$ cat src/include/rts_defines.svh
`ifndef RTS_DEFINES_SVH
`define RTS_DEFINES_SVH
// register offsets on the byte register port
`define RTS_A_SINT 8'h01
`define RTS_A_STAT 8'h02
`define RTS_A_GCFG 8'h03
`define RTS_A_GCFG_ALT 8'h09
`define RTS_A_RATE 8'h04
`define RTS_A_RATE_ALT 8'h0a
`define RTS_A_ONESHOT 8'h0f
`define RTS_A_SFRAC 8'h10
`define RTS_A_OFFH 8'h11
`define RTS_A_OFFL 8'h12
`define RTS_A_UINT 8'h31
`define RTS_A_UFRAC 8'h32
`define RTS_A_DCFG 8'hbf
// reset values
`define RTS_DCFG_RST 8'h1f
`define RTS_GCFG_RST 8'h00
`define RTS_RATE_RST 8'h02
`define RTS_OFF_RST 8'h00
// field positions
`define RTS_STAT_BUSY 7
`define RTS_STAT_FAULT 2
`define RTS_OFFL_MASK 8'he0
`define RTS_FILT_ON 2'h3
// timing, figures in microseconds at a clock in MHz
`define RTS_CLK_MHZ 250
`define RTS_CONV_US 63000
`define RTS_FAULT_CONV_US 33000
`define RTS_RATE1_US 364000
`define RTS_RATE2_US 1000000
`define RTS_RATE3_US 2500000
`endif

$ cat src/include/rts_pkg.sv
package rts_pkg;
  // conversion scheduler states, gray along idle-conv-wait
  typedef enum logic [1:0] {
    RTS_IDLE = 2'b00,
    RTS_CONV = 2'b01,
    RTS_WAIT = 2'b11
  } rts_sched_e;

  // diode configuration fields, bits 6 to 1
  typedef struct packed {
    logic shutdownPinSel;
    logic osFaultMask;
    logic critFaultMask;
    logic procModel;
    logic [1:0] filterField;
  } rts_dcfg_s;

  // general configuration fields
  typedef struct packed {
    logic standby;
    logic remoteCritMask;
    logic remoteOsMask;
    logic localCritMask;
    logic localOsMask;
  } rts_gcfg_s;
endpackage

$ cat src/rtl/rts_regs.sv
`timescale 1ns/1ps
`include "rts_defines.svh"
// Behaviour
// (RQ1) filter on: signed fraction byte has five bits, bits 2..0 read zero
// (RQ2) filter off: signed fraction byte has three bits, bits 4..0 read zero
// (RQ3) unsigned integer byte is plain binary, 128 down to 1 degree
// (RQ4) unsigned fraction byte: five bits filtered, three bits unfiltered
// (RQ5) reading an integer byte freezes its matching fraction byte
// (RQ6) reading the frozen fraction byte releases the freeze
// (RQ7) each new integer read refreshes the frozen fraction
// (RQ8) host should read integer byte first, then fraction byte
// (RQ9) diode config bit 6 picks address input or shutdown output
// (RQ10) diode config bits 5 and 4 mask diode fault from shutdown, critical
// (RQ11) diode config bit 3 picks processor or discrete transistor model
// (RQ12) filter field 00 disables, 11 enables, 01 and 10 reserved
// (RQ13) diode config bit 7 reads 0, bit 0 reads 1, resets to 1f
// (RQ14) offset is two's complement, high integer byte, low 3 fraction bits
// (RQ15) general config bit 6: 0 converts, 1 standby
// (RQ16) general config resets 00, four alarm masks, bits 7, 5, 0 zero
// (RQ17) rate code 00 continuous, 01 0.364 s, 10 1 s, 11 2.5 s
// (RQ18) conversion lasts 63 ms with diode, 33 ms when diode faulty
// (RQ19) rate register resets to 02, bits 7..2 read zero
// (RQ20) any write to one-shot starts one conversion in standby only; a write while a conversion still runs starts none
// (RQ21) one-shot write while active is ignored
// (RQ22) status bit 7 reads 1 while a conversion runs
// (RQ23) diode fault: unsigned reads 0, signed reads -128.000
module rts_regs #(
  parameter int unsigned CONV_CYC = `RTS_CONV_US * `RTS_CLK_MHZ,
  parameter int unsigned FAULT_CYC = `RTS_FAULT_CONV_US * `RTS_CLK_MHZ,
  parameter int unsigned RATE1_CYC = `RTS_RATE1_US * `RTS_CLK_MHZ,
  parameter int unsigned RATE2_CYC = `RTS_RATE2_US * `RTS_CLK_MHZ,
  parameter int unsigned RATE3_CYC = `RTS_RATE3_US * `RTS_CLK_MHZ
) (
  input wire logic mclk,
  input wire logic rst,
  input wire logic [7:0] regAddr,
  input wire logic regWrEn,
  input wire logic [7:0] regWrData,
  input wire logic regRdEn,
  output logic [7:0] regRdData_r,
  output logic regRdValid_r,
  input wire logic signed [13:0] measTemp,
  input wire logic diodeFault,
  output rts_pkg::rts_dcfg_s diodeCfg_r,
  output rts_pkg::rts_gcfg_s genCfg_r,
  output logic [1:0] convRate_r,
  output logic convStart,
  output logic busy
);
  localparam logic [7:0] DCFG_RST = `RTS_DCFG_RST;
  localparam logic [7:0] GCFG_RST = `RTS_GCFG_RST;
  localparam logic [7:0] RATE_RST = `RTS_RATE_RST;

  generate
    if (RATE2_CYC < RATE1_CYC || RATE3_CYC < RATE2_CYC)
    begin : g_bad
      $error("rate periods must rise with the rate code");
    end
  endgenerate

  logic [7:0] offHigh_r, offLow_r;
  logic [7:0] sInt_r, uInt_r;
  logic [4:0] sFrac_r, uFrac_r, sFrozen_r, uFrozen_r;
  logic sLocked_r, uLocked_r, faultSeen_r;
  logic [7:0] rdAddr_r;
  wire logic convDone;
  wire logic filterOn;
  wire logic [7:0] rdMux;
  wire logic wrDcfg, wrGcfg, wrRate, wrOffH, wrOffL, wrOneShot;
  wire logic rdSInt, rdUInt, rdSFrac, rdUFrac;
  wire logic signed [14:0] adjTemp;
  wire logic [12:0] sSat, uSat;
  wire logic [4:0] sFracView, uFracView;

  // fraction byte with unused low bits forced to zero
  function automatic logic [7:0] fracByte(input logic [4:0] frac, input logic filt);
    fracByte = filt ? {frac, 3'h0} : {frac[4:2], 5'h00};
  endfunction

  // address decode
  assign wrDcfg = regWrEn && (regAddr == `RTS_A_DCFG);
  assign wrGcfg = regWrEn && (regAddr == `RTS_A_GCFG || regAddr == `RTS_A_GCFG_ALT);
  assign wrRate = regWrEn && (regAddr == `RTS_A_RATE || regAddr == `RTS_A_RATE_ALT);
  assign wrOffH = regWrEn && (regAddr == `RTS_A_OFFH);
  assign wrOffL = regWrEn && (regAddr == `RTS_A_OFFL);
  assign wrOneShot = regWrEn && (regAddr == `RTS_A_ONESHOT) && genCfg_r.standby; // see RQ20
  assign rdSInt = regRdEn && (regAddr == `RTS_A_SINT);
  assign rdUInt = regRdEn && (regAddr == `RTS_A_UINT);
  assign rdSFrac = regRdEn && (regAddr == `RTS_A_SFRAC);
  assign rdUFrac = regRdEn && (regAddr == `RTS_A_UFRAC);

  // reserved filter codes leave the filter off
  assign filterOn = (diodeCfg_r.filterField == `RTS_FILT_ON); // see RQ12

  // measured value plus signed offset, in 1/32 degree
  assign adjTemp = {measTemp[13], measTemp} +
                   {{2{offHigh_r[7]}}, offHigh_r, offLow_r[7:5], 2'h0}; // see RQ14
  assign sSat = (adjTemp > 15'sd4095) ? 13'h0fff :
                (adjTemp < -15'sd4096) ? 13'h1000 : adjTemp[12:0];
  assign uSat = (adjTemp < 15'sd0) ? 13'h0000 :
                (adjTemp > 15'sd8191) ? 13'h1fff : adjTemp[12:0];

  // fraction seen by the host: frozen copy while locked
  assign sFracView = sLocked_r ? sFrozen_r : sFrac_r;
  assign uFracView = uLocked_r ? uFrozen_r : uFrac_r;

  // read data select, unmapped offsets read zero
  assign rdMux =
    (regAddr == `RTS_A_SINT) ? sInt_r :
    (regAddr == `RTS_A_UINT) ? uInt_r : // see RQ3
    (regAddr == `RTS_A_SFRAC) ? fracByte(sFracView, filterOn) : // see RQ1
    (regAddr == `RTS_A_UFRAC) ? fracByte(uFracView, filterOn) : // see RQ4
    (regAddr == `RTS_A_STAT) ? {busy, 4'h0, faultSeen_r, 2'h0} : // see RQ22
    (regAddr == `RTS_A_DCFG) ? {1'b0, diodeCfg_r, 1'b1} : // see RQ13
    (regAddr == `RTS_A_GCFG || regAddr == `RTS_A_GCFG_ALT) ?
      {1'b0, genCfg_r.standby, 1'b0, genCfg_r.remoteCritMask,
       genCfg_r.remoteOsMask, genCfg_r.localCritMask,
       genCfg_r.localOsMask, 1'b0} : // see RQ16
    (regAddr == `RTS_A_RATE || regAddr == `RTS_A_RATE_ALT) ?
      {6'h00, convRate_r} : // see RQ19
    (regAddr == `RTS_A_OFFH) ? offHigh_r :
    (regAddr == `RTS_A_OFFL) ? offLow_r : 8'h00;

  // configuration registers
  always_ff @(posedge mclk or posedge rst)
  begin
    if (rst)
    begin
      diodeCfg_r <= DCFG_RST[6:1]; // see RQ13
      genCfg_r <= {GCFG_RST[6], GCFG_RST[4:1]}; // see RQ16
      convRate_r <= RATE_RST[1:0]; // see RQ19
      offHigh_r <= `RTS_OFF_RST;
      offLow_r <= `RTS_OFF_RST;
    end
    else
    begin
      if (wrDcfg)
        diodeCfg_r <= regWrData[6:1]; // see RQ9, see RQ10, see RQ11
      if (wrGcfg)
        genCfg_r <= {regWrData[6], regWrData[4:1]}; // see RQ15
      if (wrRate)
        convRate_r <= regWrData[1:0]; // see RQ17
      if (wrOffH)
        offHigh_r <= regWrData;
      if (wrOffL)
        offLow_r <= regWrData & `RTS_OFFL_MASK; // see RQ14
    end
  end

  // results captured at the end of each conversion
  always_ff @(posedge mclk or posedge rst)
  begin
    if (rst)
    begin
      sInt_r <= 8'h80;
      sFrac_r <= 5'h00;
      uInt_r <= 8'h00;
      uFrac_r <= 5'h00;
      faultSeen_r <= 1'b0;
    end
    else if (convDone)
    begin
      faultSeen_r <= diodeFault;
      sInt_r <= diodeFault ? 8'h80 : sSat[12:5]; // see RQ23
      sFrac_r <= diodeFault ? 5'h00 : sSat[4:0];
      uInt_r <= diodeFault ? 8'h00 : uSat[12:5]; // see RQ23
      uFrac_r <= diodeFault ? 5'h00 : uSat[4:0];
    end
  end

  // fraction freeze: set on integer read, cleared on fraction read
  always_ff @(posedge mclk or posedge rst)
  begin
    if (rst)
    begin
      sLocked_r <= 1'b0;
      uLocked_r <= 1'b0;
      sFrozen_r <= 5'h00;
      uFrozen_r <= 5'h00;
    end
    else
    begin
      if (rdSInt)
      begin
        sLocked_r <= 1'b1; // see RQ5
        sFrozen_r <= sFrac_r; // see RQ7
      end
      else if (rdSFrac)
        sLocked_r <= 1'b0; // see RQ6
      if (rdUInt)
      begin
        uLocked_r <= 1'b1; // see RQ5
        uFrozen_r <= uFrac_r; // see RQ7
      end
      else if (rdUFrac)
        uLocked_r <= 1'b0; // see RQ6
    end
  end

  // read answer one cycle after the strobe
  always_ff @(posedge mclk or posedge rst)
  begin
    if (rst)
    begin
      regRdData_r <= 8'h00;
      regRdValid_r <= 1'b0;
      rdAddr_r <= 8'h00;
    end
    else
    begin
      regRdData_r <= regRdEn ? rdMux : regRdData_r;
      regRdValid_r <= regRdEn;
      rdAddr_r <= regRdEn ? regAddr : rdAddr_r;
    end
  end

  // conversion timing; one-shot only reaches it in standby
  rts_conv_sched #(
    .CONV_CYC(CONV_CYC),
    .FAULT_CYC(FAULT_CYC),
    .RATE1_CYC(RATE1_CYC),
    .RATE2_CYC(RATE2_CYC),
    .RATE3_CYC(RATE3_CYC)
  ) u_sched (
    .mclk(mclk),
    .rst(rst),
    .standby(genCfg_r.standby),
    .rate(convRate_r),
    .oneShot(wrOneShot), // see RQ21
    .diodeFault(diodeFault),
    .busy_r(busy),
    .convStart_r(convStart),
    .convDone_r(convDone)
  );
endmodule // rts_regs

$ cat src/rtl/rts_conv_sched.sv
`timescale 1ns/1ps
module rts_conv_sched #(
  parameter int unsigned CONV_CYC = 1,
  parameter int unsigned FAULT_CYC = 1,
  parameter int unsigned RATE1_CYC = 1,
  parameter int unsigned RATE2_CYC = 1,
  parameter int unsigned RATE3_CYC = 1
) (
  input wire logic mclk,
  input wire logic rst,
  input wire logic standby,
  input wire logic [1:0] rate,
  input wire logic oneShot,
  input wire logic diodeFault,
  output logic busy_r,
  output logic convStart_r,
  output logic convDone_r
);
  rts_pkg::rts_sched_e state_r, state_nxt;
  logic [31:0] cnt_r, per_r, convLen_r;
  wire logic [31:0] interval;
  wire logic startNow, convEnd;

  generate
    if (CONV_CYC < 1 || FAULT_CYC < 1 || RATE1_CYC < 1)
    begin : g_bad
      $error("conversion counts must be at least one cycle");
    end
  endgenerate

  // period per rate code, continuous restarts after a single wait cycle
  assign interval = (rate == 2'h0) ? 32'h0 :
                    (rate == 2'h1) ? RATE1_CYC :
                    (rate == 2'h2) ? RATE2_CYC : RATE3_CYC; // see RQ17
  assign convEnd = (state_r == rts_pkg::RTS_CONV) && (cnt_r >= convLen_r);
  // a one-shot that lands in the single wait cycle after standby is still served
  assign startNow = ((state_r == rts_pkg::RTS_IDLE) && (!standby || oneShot)) ||
                    ((state_r == rts_pkg::RTS_WAIT) &&
                     (standby ? oneShot : (per_r >= interval))); // see RQ20

  // next state
  always_comb
  begin
    state_nxt = state_r;
    case (state_r)
      rts_pkg::RTS_IDLE: if (startNow) state_nxt = rts_pkg::RTS_CONV;
      rts_pkg::RTS_CONV: if (convEnd) state_nxt = standby ? rts_pkg::RTS_IDLE : rts_pkg::RTS_WAIT;
      rts_pkg::RTS_WAIT:
        if (startNow) state_nxt = rts_pkg::RTS_CONV;
        else if (standby) state_nxt = rts_pkg::RTS_IDLE; // see RQ15
      default: state_nxt = rts_pkg::RTS_IDLE;
    endcase
  end

  // counters and strobes
  always_ff @(posedge mclk or posedge rst)
  begin
    if (rst)
    begin
      state_r <= rts_pkg::RTS_IDLE;
      cnt_r <= 32'h0;
      per_r <= 32'h0;
      convLen_r <= 32'h1;
      busy_r <= 1'b0;
      convStart_r <= 1'b0;
      convDone_r <= 1'b0;
    end
    else
    begin
      state_r <= state_nxt;
      cnt_r <= startNow ? 32'h1 : cnt_r + 32'h1;
      per_r <= startNow ? 32'h1 : per_r + 32'h1;
      if (startNow)
        convLen_r <= diodeFault ? FAULT_CYC : CONV_CYC; // see RQ18
      busy_r <= (state_nxt == rts_pkg::RTS_CONV); // see RQ22
      convStart_r <= startNow;
      convDone_r <= convEnd;
    end
  end
endmodule // rts_conv_sched

$ cat config.mk
export PLATFORM = sky130hd
export DESIGN_NAME = rts_regs
export DESIGN_NICKNAME = d
export VERILOG_FILES = /design/src/include/rts_pkg.sv /design/src/rtl/rts_regs.sv /design/src/rtl/rts_conv_sched.sv
export VERILOG_INCLUDE_DIRS = /design/src /design/src/include
export SDC_FILE = /design/constraint.sdc
export NUM_CORES = 1
export LEC_CHECK = 0
export ABC_AREA = 1
export BUFFER_PORTS_ARGS = -buffer_cell sky130_fd_sc_hd__buf_2
export CAP_MARGIN = 20
export CORE_ASPECT_RATIO = 1.4
export CORE_UTILIZATION = 56
export DETAILED_ROUTE_END_ITERATION = 8
export PLACE_DENSITY = 0.77
export SLEW_MARGIN = 20
export SYNTH_ARGS = -nofsm -noshare
export SYNTH_HDL_FRONTEND = slang
export SYNTH_SLANG_ARGS = --single-unit
$ cat constraint.sdc
create_clock -name mclk -period 4.2 [get_ports mclk]
set_input_delay 0.21 -clock mclk [delete_from_list [all_inputs] [get_ports mclk]]
set_output_delay 0.21 -clock mclk [all_outputs]
set_load 0.01 [all_outputs]
-- Word-level counts from Yosys, hierarchy flattened
Cells that the tools add are included.
- add/sub/neg operators: 3
- order comparisons: 6
- equal/unequal tests: 19
- multiplexer cells: 39
- reduce and logical (&&, ||, !) cells: 23
- operators with widths (cell ; count):
    32-bit two-way mux ; 4
    8-bit two-way mux ; 12
    32-bit by 1-bit adder with 32-bit output (second input constant) ; 2
    32-bit greater-or-equal comparator ; 2
    13-bit two-way mux ; 4
    30-bit two-way mux ; 1
    5-bit two-way mux ; 6
    8-bit by 4-bit == test with 1-bit output (second input constant) ; 3
    8-bit by 5-bit == test with 1-bit output (second input constant) ; 3
    24-bit two-way mux ; 1
    8-bit by 2-bit == test with 1-bit output (second input constant) ; 2
    8-bit by 6-bit == test with 1-bit output (second input constant) ; 2
    14-bit by 13-bit adder with 15-bit output ; 1
    15-bit by 13-bit greater-than comparator with 1-bit output (second input constant) ; 1
    15-bit by 14-bit greater-than comparator with 1-bit output (second input constant) ; 1
    15-bit by 1-bit less-than comparator with 1-bit output (second input constant) ; 1
    15-bit by 13-bit less-than comparator with 1-bit output (second input constant) ; 1
    1-bit logical AND ; 14
    2-bit two-way mux ; 5
    8-bit by 1-bit == test with 1-bit output (second input constant) ; 1
    8-bit by 3-bit == test with 1-bit output (second input constant) ; 1
    8-bit == test (second input constant) ; 1
    2-bit by 1-bit == test with 1-bit output (second input constant) ; 3
    2-bit == test (second input constant) ; 3
    6 further kinds ; 15
- flip-flop bits (word level): 173
- bits of input ports: 35
- output and inout bits: 24
- word-level logic and storage cells: 121

-- Logic depth before layout (Yosys ltp)
Gate-level depths: netlist of run 1.
- word-level depth: 11
- mapped depth: 19
- mapped depth without buffers: 18

-- Cells and area by module
Synthesis of run 1 repeated with hierarchy kept, for this count alone.
- cells, all modules: 1226
- area total of the unflattened synthesis: 9506.6 um^2
- modules (own cells, without submodules) (module ; times used ; cells an instance ; area each (um^2) ; sequential area each (um^2)):
    rts_conv_sched ; 1 ; 655 ; 5266.3 ; 1828.0
    rts_regs ; 1 ; 571 ; 4240.3 ; 1809.2

-- Worst setup path after synthesis of run 1
Ideal clock, no wire load.
- kind: register -> register
- start: register convRate_r[0]
- end: register u_sched.cnt_r[17]
- library setup time: 128 ps
- data arrival time: 2541 ps
- required time: 4072 ps
- path slack: 1531 ps
- cell stages (with the launch flop): 18
- path buffers: 2
- clock period less this slack: 2669 ps
- path through: dfrtp_1 > inv_1 > ha_1 > or2_2 > ha_1 > nand2_1 > nor2_1 > nand3_2 > nand3_1 > nand2_1 > inv_1 > nor2_2 > nand3_1 > nand2_2 > nand2_4 > buf_8 > buf_12 > nor2_4
- longest elaborated chain between the ends: 9
- elaborated cells on any way between the ends: 11
- classes of those cells: 1 x order compare; 2 x eq/ne; 5 x mux; 3 x reduce/logical
- ends and longest elaborated chain (what ; RTL line ; text):
    from (decl) ; rts_regs.sv:46 ; output logic [1:0] convRate_r,
    from (signal assigned) ; rts_regs.sv:131 ; convRate_r <= RATE_RST[1:0];
    from (signal assigned) ; rts_regs.sv:142 ; convRate_r <= regWrData[1:0];
    2-bit == test ; rts_conv_sched.sv:34 ; (rate == 2'h2) ? RATE2_CYC : RATE3_CYC;
    30-bit two-way mux ; rts_conv_sched.sv:34 ;
    32-bit two-way mux ; rts_conv_sched.sv:33 ; (rate == 2'h1) ? RATE1_CYC :
    32-bit two-way mux * ; rts_conv_sched.sv:32 ; assign interval = (rate == 2'h0) ? 32'h0 :
    32-bit greater-or-equal comparator * ; rts_conv_sched.sv:39 ; (standby ? oneShot : (per_r >= interval)));
    1-bit two-way mux * ; rts_conv_sched.sv:39 ;
    1-bit logical AND * ; rts_conv_sched.sv:38 ; ((state_r == rts_pkg::RTS_WAIT) &&
    1-bit logical OR * ; rts_conv_sched.sv:37 ; assign startNow = ((state_r == rts_pkg::RTS_IDLE) && (!standby || oneShot)) ||
    32-bit two-way mux * ; rts_conv_sched.sv:71 ; cnt_r <= startNow ? 32'h1 : cnt_r + 32'h1;
    to (signal assigned) ; rts_conv_sched.sv:71 ;
    to (decl) ; rts_conv_sched.sv:20 ; logic [31:0] cnt_r, per_r, convLen_r;
Every way passes the cells marked *; elsewhere a longest branch is shown, timed or not.
A chain may end at the register's enable or synchronous reset.

-- Final worst setup path of run 1
- start: register convRate_r[0]
- end: register u_sched.per_r[25]
- longest elaborated chain between the ends: 9
- elaborated cells on any way between the ends: 11
- classes of those cells: 1 x order compare; 2 x eq/ne; 5 x mux; 3 x reduce/logical
- ends and longest elaborated chain (what ; RTL line ; text):
    2-bit == test ; rts_conv_sched.sv:34 ;
    30-bit two-way mux ; rts_conv_sched.sv:34 ;
    32-bit two-way mux ; rts_conv_sched.sv:33 ;
    32-bit two-way mux * ; rts_conv_sched.sv:32 ;
    32-bit greater-or-equal comparator * ; rts_conv_sched.sv:39 ;
    1-bit two-way mux * ; rts_conv_sched.sv:39 ;
    1-bit logical AND * ; rts_conv_sched.sv:38 ;
    1-bit logical OR * ; rts_conv_sched.sv:37 ;
    32-bit two-way mux * ; rts_conv_sched.sv:72 ; per_r <= startNow ? 32'h1 : per_r + 32'h1;
    to (signal assigned) ; rts_conv_sched.sv:72 ;
    to (decl) ; rts_conv_sched.sv:20 ;
Marked as above.

==> results of run 1 <==
[flip-flops by register name, indices dropped and copies added (netlist names), 6 cells and up]
name and count:
regRdData_r 8, uInt_r 8, offHigh_r 8, diodeCfg_r 6
u_sched.per_r 32, sInt_r 8, u_sched.cnt_r 32
[Yosys cell counts, drive strengths merged (3+ instances only)]
library cell	instances
nor3	50
clkbuf	5
a21boi	3
dfrtp	138
buf	17
xnor2	16
nand4	33
nand3	55
xor2	41
o21ai	82
inv	163
nor4	4
dfstp	7
nand2	323
ha	57
a21oi	45
o211ai	7
nor2	154
[cell type report]
class                      instances  area [um^2]
fill                            1407         5810
timing repair buffer              69          398
clock inverter                    13          168
inverter                         164          621
tap                              199          249
multi-input combinational        884         4930
sequential                       145         3640
clock buffer                      19          433
[cells in the final DEF (no fill, tap or decap), types with 5 or more instances in the layout]
cell type	count
a21oi_1	45
buf_2	58
buf_4	5
clkbuf_16	17
dfrtp_1	138
dfstp_2	7
dlygate4sd3_1	5
ha_1	57
inv_1	153
inv_2	9
inv_6	6
nand2_1	318
nand3_1	53
nand4_1	32
nor2_1	116
nor2_2	7
nor2_4	31
nor3_1	43
nor3_2	5
o211ai_1	7
o21ai_0	78
xnor2_1	16
xor2_1	41
[worst max-delay path: cells and delay by family (launching register included)]
kind | cells | cell delay, ps
simple gates | 11 | 1410
flops | 1 | 480
buf+inv | 3 | 590
fa+ha+maj | 2 | 580
[final timing paths]
| check | start | end | slack [ps] | depth (start not counted) |
|---|---|---|---|---|
| min reg2reg | u_sched.convLen_r[0] | u_sched.convLen_r[0] | 450 | 2 |
| max reg2reg | convRate_r[0] | u_sched.per_r[25] | 1010 | 16 |
| max in group asynchronous | rst | u_sched.convLen_r[0] | 2770 | 4 |
| min | regWrData[1] | genCfg_r[0] | 9 | 3 |
| min in group asynchronous | rst | u_sched.cnt_r[8] | 450 | 3 |
| max | convRate_r[0] | u_sched.per_r[25] | 1010 | 16 |
[power by group]
| group | internal [W] | switching, W | leakage (nW) |
|---|---|---|---|
| registers | 0.00164 | 0.000175 | 1.91 |
| logic | 0.000400 | 0.000733 | 2.94 |
| clock network | 0.000899 | 0.000658 | 0.290 |
[what timing repair did]
item                                   CTS  global route
buffers inserted                         0             0
endpoints found under the hold margin   76             1
hold buffers                             4             1
resized for setup                        0             0
[routing by layer]
metal | vias up | wire length (um) | track usage (%)
met2 | 260 | 11900 | 51.1
li1 | 4045 | - | -
met3 | 69 | 964 | 4.79
met5 | - | 0 | 0
met4 | 0 | 1120 | 15.1
met1 | 3712 | 8940 | 31.2
[logic make-up after synthesis]
logic type                 share of synthesized area (%)
and+or+nand+nor                                     31.4
buffers and inverters                               8.38
DFF                                                 38.9
AOI/OAI and AO/OA                                   8.04
adders and majority gates                           7.84
xor gates and xnor gates                            5.34
muxes                                              0.120
[through the flow]
| stage | setup WS [ps] | std cells | util (%) | hold WS (ps) | cell area (um^2) |
|---|---|---|---|---|---|
| final | 1010 | 1493 | 64.2 | 9.32 | 10400 |
| after global routing | 754 | 1493 | 64.2 | 34.5 | 10400 |
| after CTS | 1000 | 1492 | 64.2 | 1.82 | 10400 |
| after detailed placement | 1000 | 1456 | 60.2 | 371 | 9780 |
| after global placement | 1120 | 1456 | 60.2 | 378 | 9780 |
| after floorplan | 107 | 1215 | - | 241 | 9350 |
==> metrics.cfg, run 1 <==
[drt]
drc_errors=0
drt-total-wl_mm=23.0
dr.pass1.iters=5
wl_per_cell_um=15.4
drtIter0Drc=464
route.vias.total=8086
via_per_inst=5.42
final_antenna_net_count=0

[pwr]
irDropWorstVdd_mv=0.276
power.density_nw_per_um2=432
leakage_nw=5.13
power_w=0.00450

[floorplanning]
io_pins=59
die_y_um=155
fp.dieW_um=111
fp.coreArea_um2=16200
die_area_um2=17200
start_util_pct=57.6
placementRows=55

[flow_run]
drv_cap=0

[place]
gp_congestion=0.937
portBuffers=58
dp_hpwl_mm=17.4

[worst_setup_path]
critPathMaxFanout=24
critical_path_class=flop to flop
crit_chain=inv_1, ha_1, or2_2, ha_1, nand2_1, nor2_1, nand3_2, nand3_1, nand2_1, inv_1, nor2_2, nand3_1, nand2_2, nand2_4, buf_4, nor2_1
startpoint_type=flop
cp_slowest_cell=dfrtp_1
required_ps=4500
end_kind=flop
cp.arrival_ps=3490
cpPeakStageDelay_ps=480

[cells_and_area]
drive_gt1_share_pct=13.0
area_delta_synth_final_pct=11.6
fin_nets=1374
n_antenna_cell=0

[synth]
synth.cell_area_um2=9350
synth-seq-cells=145
synth_edf_count=0
ys.flop_type=dfrtp_1
async_flop_share_pct=100
yosys.area.top_type=dfrtp_1
syn_avg_cell_area_um2=7.69
syn_nets=1308
synth-seq-area-share_pct=38.9
synth_cells=1215
yosysTopAreaCellShare_pct=36.9
yosysUniqueCellTypes=46
ys_top_cells_by_area=dfrtp_1 37%, nand2_1 13%, ha_1 7.6%
ys_warn_count=0

[clock_network]
cts_max_level=4
cts_root_buffer=clkbuf_16
cts_tree=done
clockBufferDepth=2
cts.sinks=145
clk_pin_slew_ps=70
clock_latency_ps=440
cts_made_buffers=17

[sta]
setup_tns_ps=0
slew_viol_final=0
min_period_over_period_pct=75.9
finalHoldViolCount=0
rsz0062_at_grt=false
max_freq_mhz=314
relSlewSlack_pct=55.1
setup_viol=0
worst_pin_slew_ps=674
finalClockSkew_ps=13.9
layout_min_cycle_time_ps=3190

[global_route]
grt_pass1_vias=7933
grt_max_degree=77
grt.total_usage_pct=28.0
grt_overflow=0
grt_pass1_wl_mm=38.2
antenna_found_initial=0

[status]
status=complete, no violations

[min_path]
hold_class=input pin to flop

(Power assumes the default switching activity.)
==> run 2, diff against run 1 <==
- clock period: 4.2 -> 2.9 ns (I/O delays scaled with it)
==> metrics.cfg, run 2 (same netlist as run 1, synthesis figures left out) <==
[status]
status=complete, no violations

[floorplanning]
die_y_um=155  ; unchanged
start_util_pct=57.6  ; unchanged
die_area_um2=17200  ; unchanged
fp.coreArea_um2=16200  ; unchanged
fp.dieW_um=111  ; unchanged
placementRows=55  ; unchanged
io_pins=59  ; unchanged

[global_route]
use_met1_pct=31.2  ; about the same
grt_pass1_wl_mm=39.0  ; +2.2%
grt_max_degree=42  ; -45%
antenna_found_initial=0  ; unchanged
top_usage_layer=met2
grt.total_usage_pct=28.9  ; +0.87 points
grt_overflow=0  ; unchanged
grt_pass1_vias=8252  ; +4.0%
use_met3_pct=4.17  ; -0.62 points
use_met2_pct=52.9  ; +1.8 points

[sta]
max_freq_mhz=372  ; +19%
min_period_over_period_pct=92.6  ; +17 points
layout_min_cycle_time_ps=2680  ; -504 ps
relSlewSlack_pct=63.6  ; +8.5 points
finalClockSkew_ps=9.59  ; -4.34 ps
slew_viol_final=0  ; unchanged
setup_viol=0  ; unchanged
timing.hold.ws_ps=18.3  ; +8.99 ps
setup_ws_ps=215  ; -796 ps
finalHoldViolCount=0  ; unchanged
setup_tns_ps=0  ; unchanged
worst_pin_slew_ps=546  ; -128 ps
rsz0062_at_grt=false

[clock_network]
clk_pin_slew_ps=70  ; about the same
cts_root_buffer=clkbuf_16
clock_latency_ps=440  ; about the same
cts_tree=done
cts_made_buffers=17  ; unchanged
cts_setup_buffers=0  ; unchanged
cts_max_level=4  ; unchanged
clockBufferDepth=2  ; unchanged
cts.sinks=145  ; unchanged

[worst_setup_path]
startpoint_type=flop
critPathMaxFanout=16  ; -33%
r2r_start=convRate_r[1]
ff2ff_path_depth=16  ; unchanged
crit_end=u_sched.per_r[21]
cp-startpoint=convRate_r[1]
critical_path_class=flop to flop
cp.arrival_ps=3010  ; -480 ps
required_ps=3220  ; -1280 ps
end_kind=flop
timing.rr.end=u_sched.per_r[21]
rrSetupSlack_ps=220  ; -800 ps

[cells_and_area]
final_common_cell=nand2_1
drive_gt1_share_pct=14.0  ; +0.98 points
reg_top3=u_sched.cnt_r (32), u_sched.per_r (32)
area_delta_synth_final_pct=14.3
mostFrequentLayoutCells=318 x nand2_1, 153 x inv_1, 138 x dfrtp_1
n_antenna_cell=0  ; unchanged
fin_nets=1391  ; +1.2%

[drt]
wl_per_cell_um=15.6  ; +1.3%
route.vias.total=8222  ; +1.7%
dr.pass1.iters=5  ; unchanged
drc_errors=0  ; unchanged
final_antenna_net_count=0  ; unchanged
drt-total-wl_mm=23.5  ; +2.5%
drtIter0Drc=404  ; -13%
via_per_inst=5.45  ; +0.54%

[place]
pre_cts_ws_ps=120  ; -880 ps
dp_hpwl_mm=17.8  ; +2.6%
gp_congestion=0.931  ; -0.60%
portBuffers=58  ; unchanged

[pwr]
switching_share_pct=35.7  ; +0.89 points
pwr-share-seq_pct=39.7  ; -0.6 points
p_sw_w=0.00235  ; +50%
leakage_nw=5.24  ; +2.1%
p_int_w=0.00425  ; +45%
irDropWorstVdd_mv=0.384  ; +39%
power.density_nw_per_um2=618  ; +43%
clock_power_share_pct=34.4  ; -0.2 points
power.share.combinational_pct=25.8  ; +0.6 points

[min_path]
min_path_cells=3  ; unchanged
hold_class=input pin to flop

[flow_run]
drv_cap=0  ; unchanged

[run 2: what timing repair did]
action | CTS | global route
resized for setup | 0 | 4
hold endpoints to repair | 51 | 0
hold buffers | 12 | 0
setup endpoints to repair | 0 | 53
[run 2: worst max-delay path, cell delays in order, from the launching register on]
cell	delay (ps)
dfstp_2	530
inv_1	60
ha_2	200
or2_2	340
ha_1	310
nand2_1	60
nor2_1	160
nand3_2	90
nand3_1	80
nand2_1	50
inv_1	70
nor2_2	40
nand3_1	80
nand2_2	120
nand2_8	140
buf_12	190
nor2_1	70
[run 2: per-stage QoR]
step	cell area (um^2)	utilization (%)	power [W]	instances
after floorplan	9350	-	0.00388	1215
after global placement	9910	61.0	0.00427	1465
after detailed placement	9910	61.0	0.00433	1465
after CTS	10600	65.6	0.00663	1509
after global routing	10700	65.8	0.00700	1510
final	10700	65.8	0.00660	1510
[run 2: per-layer routing]
metal  vias up  share of wire (%)
met5         -                  0
met4         0                5.3
met3        69                3.7
met2       220                 52
met1      3856                 39
li1       4077                  -
[run 2: worst min path at each step]
| stage | slack (ps) | to | from |
|---|---|---|---|
| floorplan | 180 | regRdValid_r | regRdEn |
| global placement | 360 | regRdValid_r | regRdEn |
| detailed placement | 360 | regRdValid_r | regRdEn |
| CTS | 20 | offHigh_r[0] | regWrData[0] |
| global route | 30 | offHigh_r[0] | regWrData[0] |
| finish | 20 | offHigh_r[0] | regWrData[0] |
[run 2: final cells by class]
cell class              instances  area (um^2)
clock buffers                  17          425
clock inverters                15          189
fillers                      1353         5560
inverters                     164          619
multi-input cells             884         4940
flip-flops and latches        145         3640
well taps                     199          249
repair buffers                 86          618
[run 2: power groups by stage]
stage	sequential, W	combinational [W]	clock (W)
global route	0.00266	0.00196	0.00238
detailed placement	0.00265	0.00168	0
global placement	0.00264	0.00163	0
CTS	0.00262	0.00170	0.00231
floorplan	0.00260	0.00128	0
finish	0.00262	0.00171	0.00227
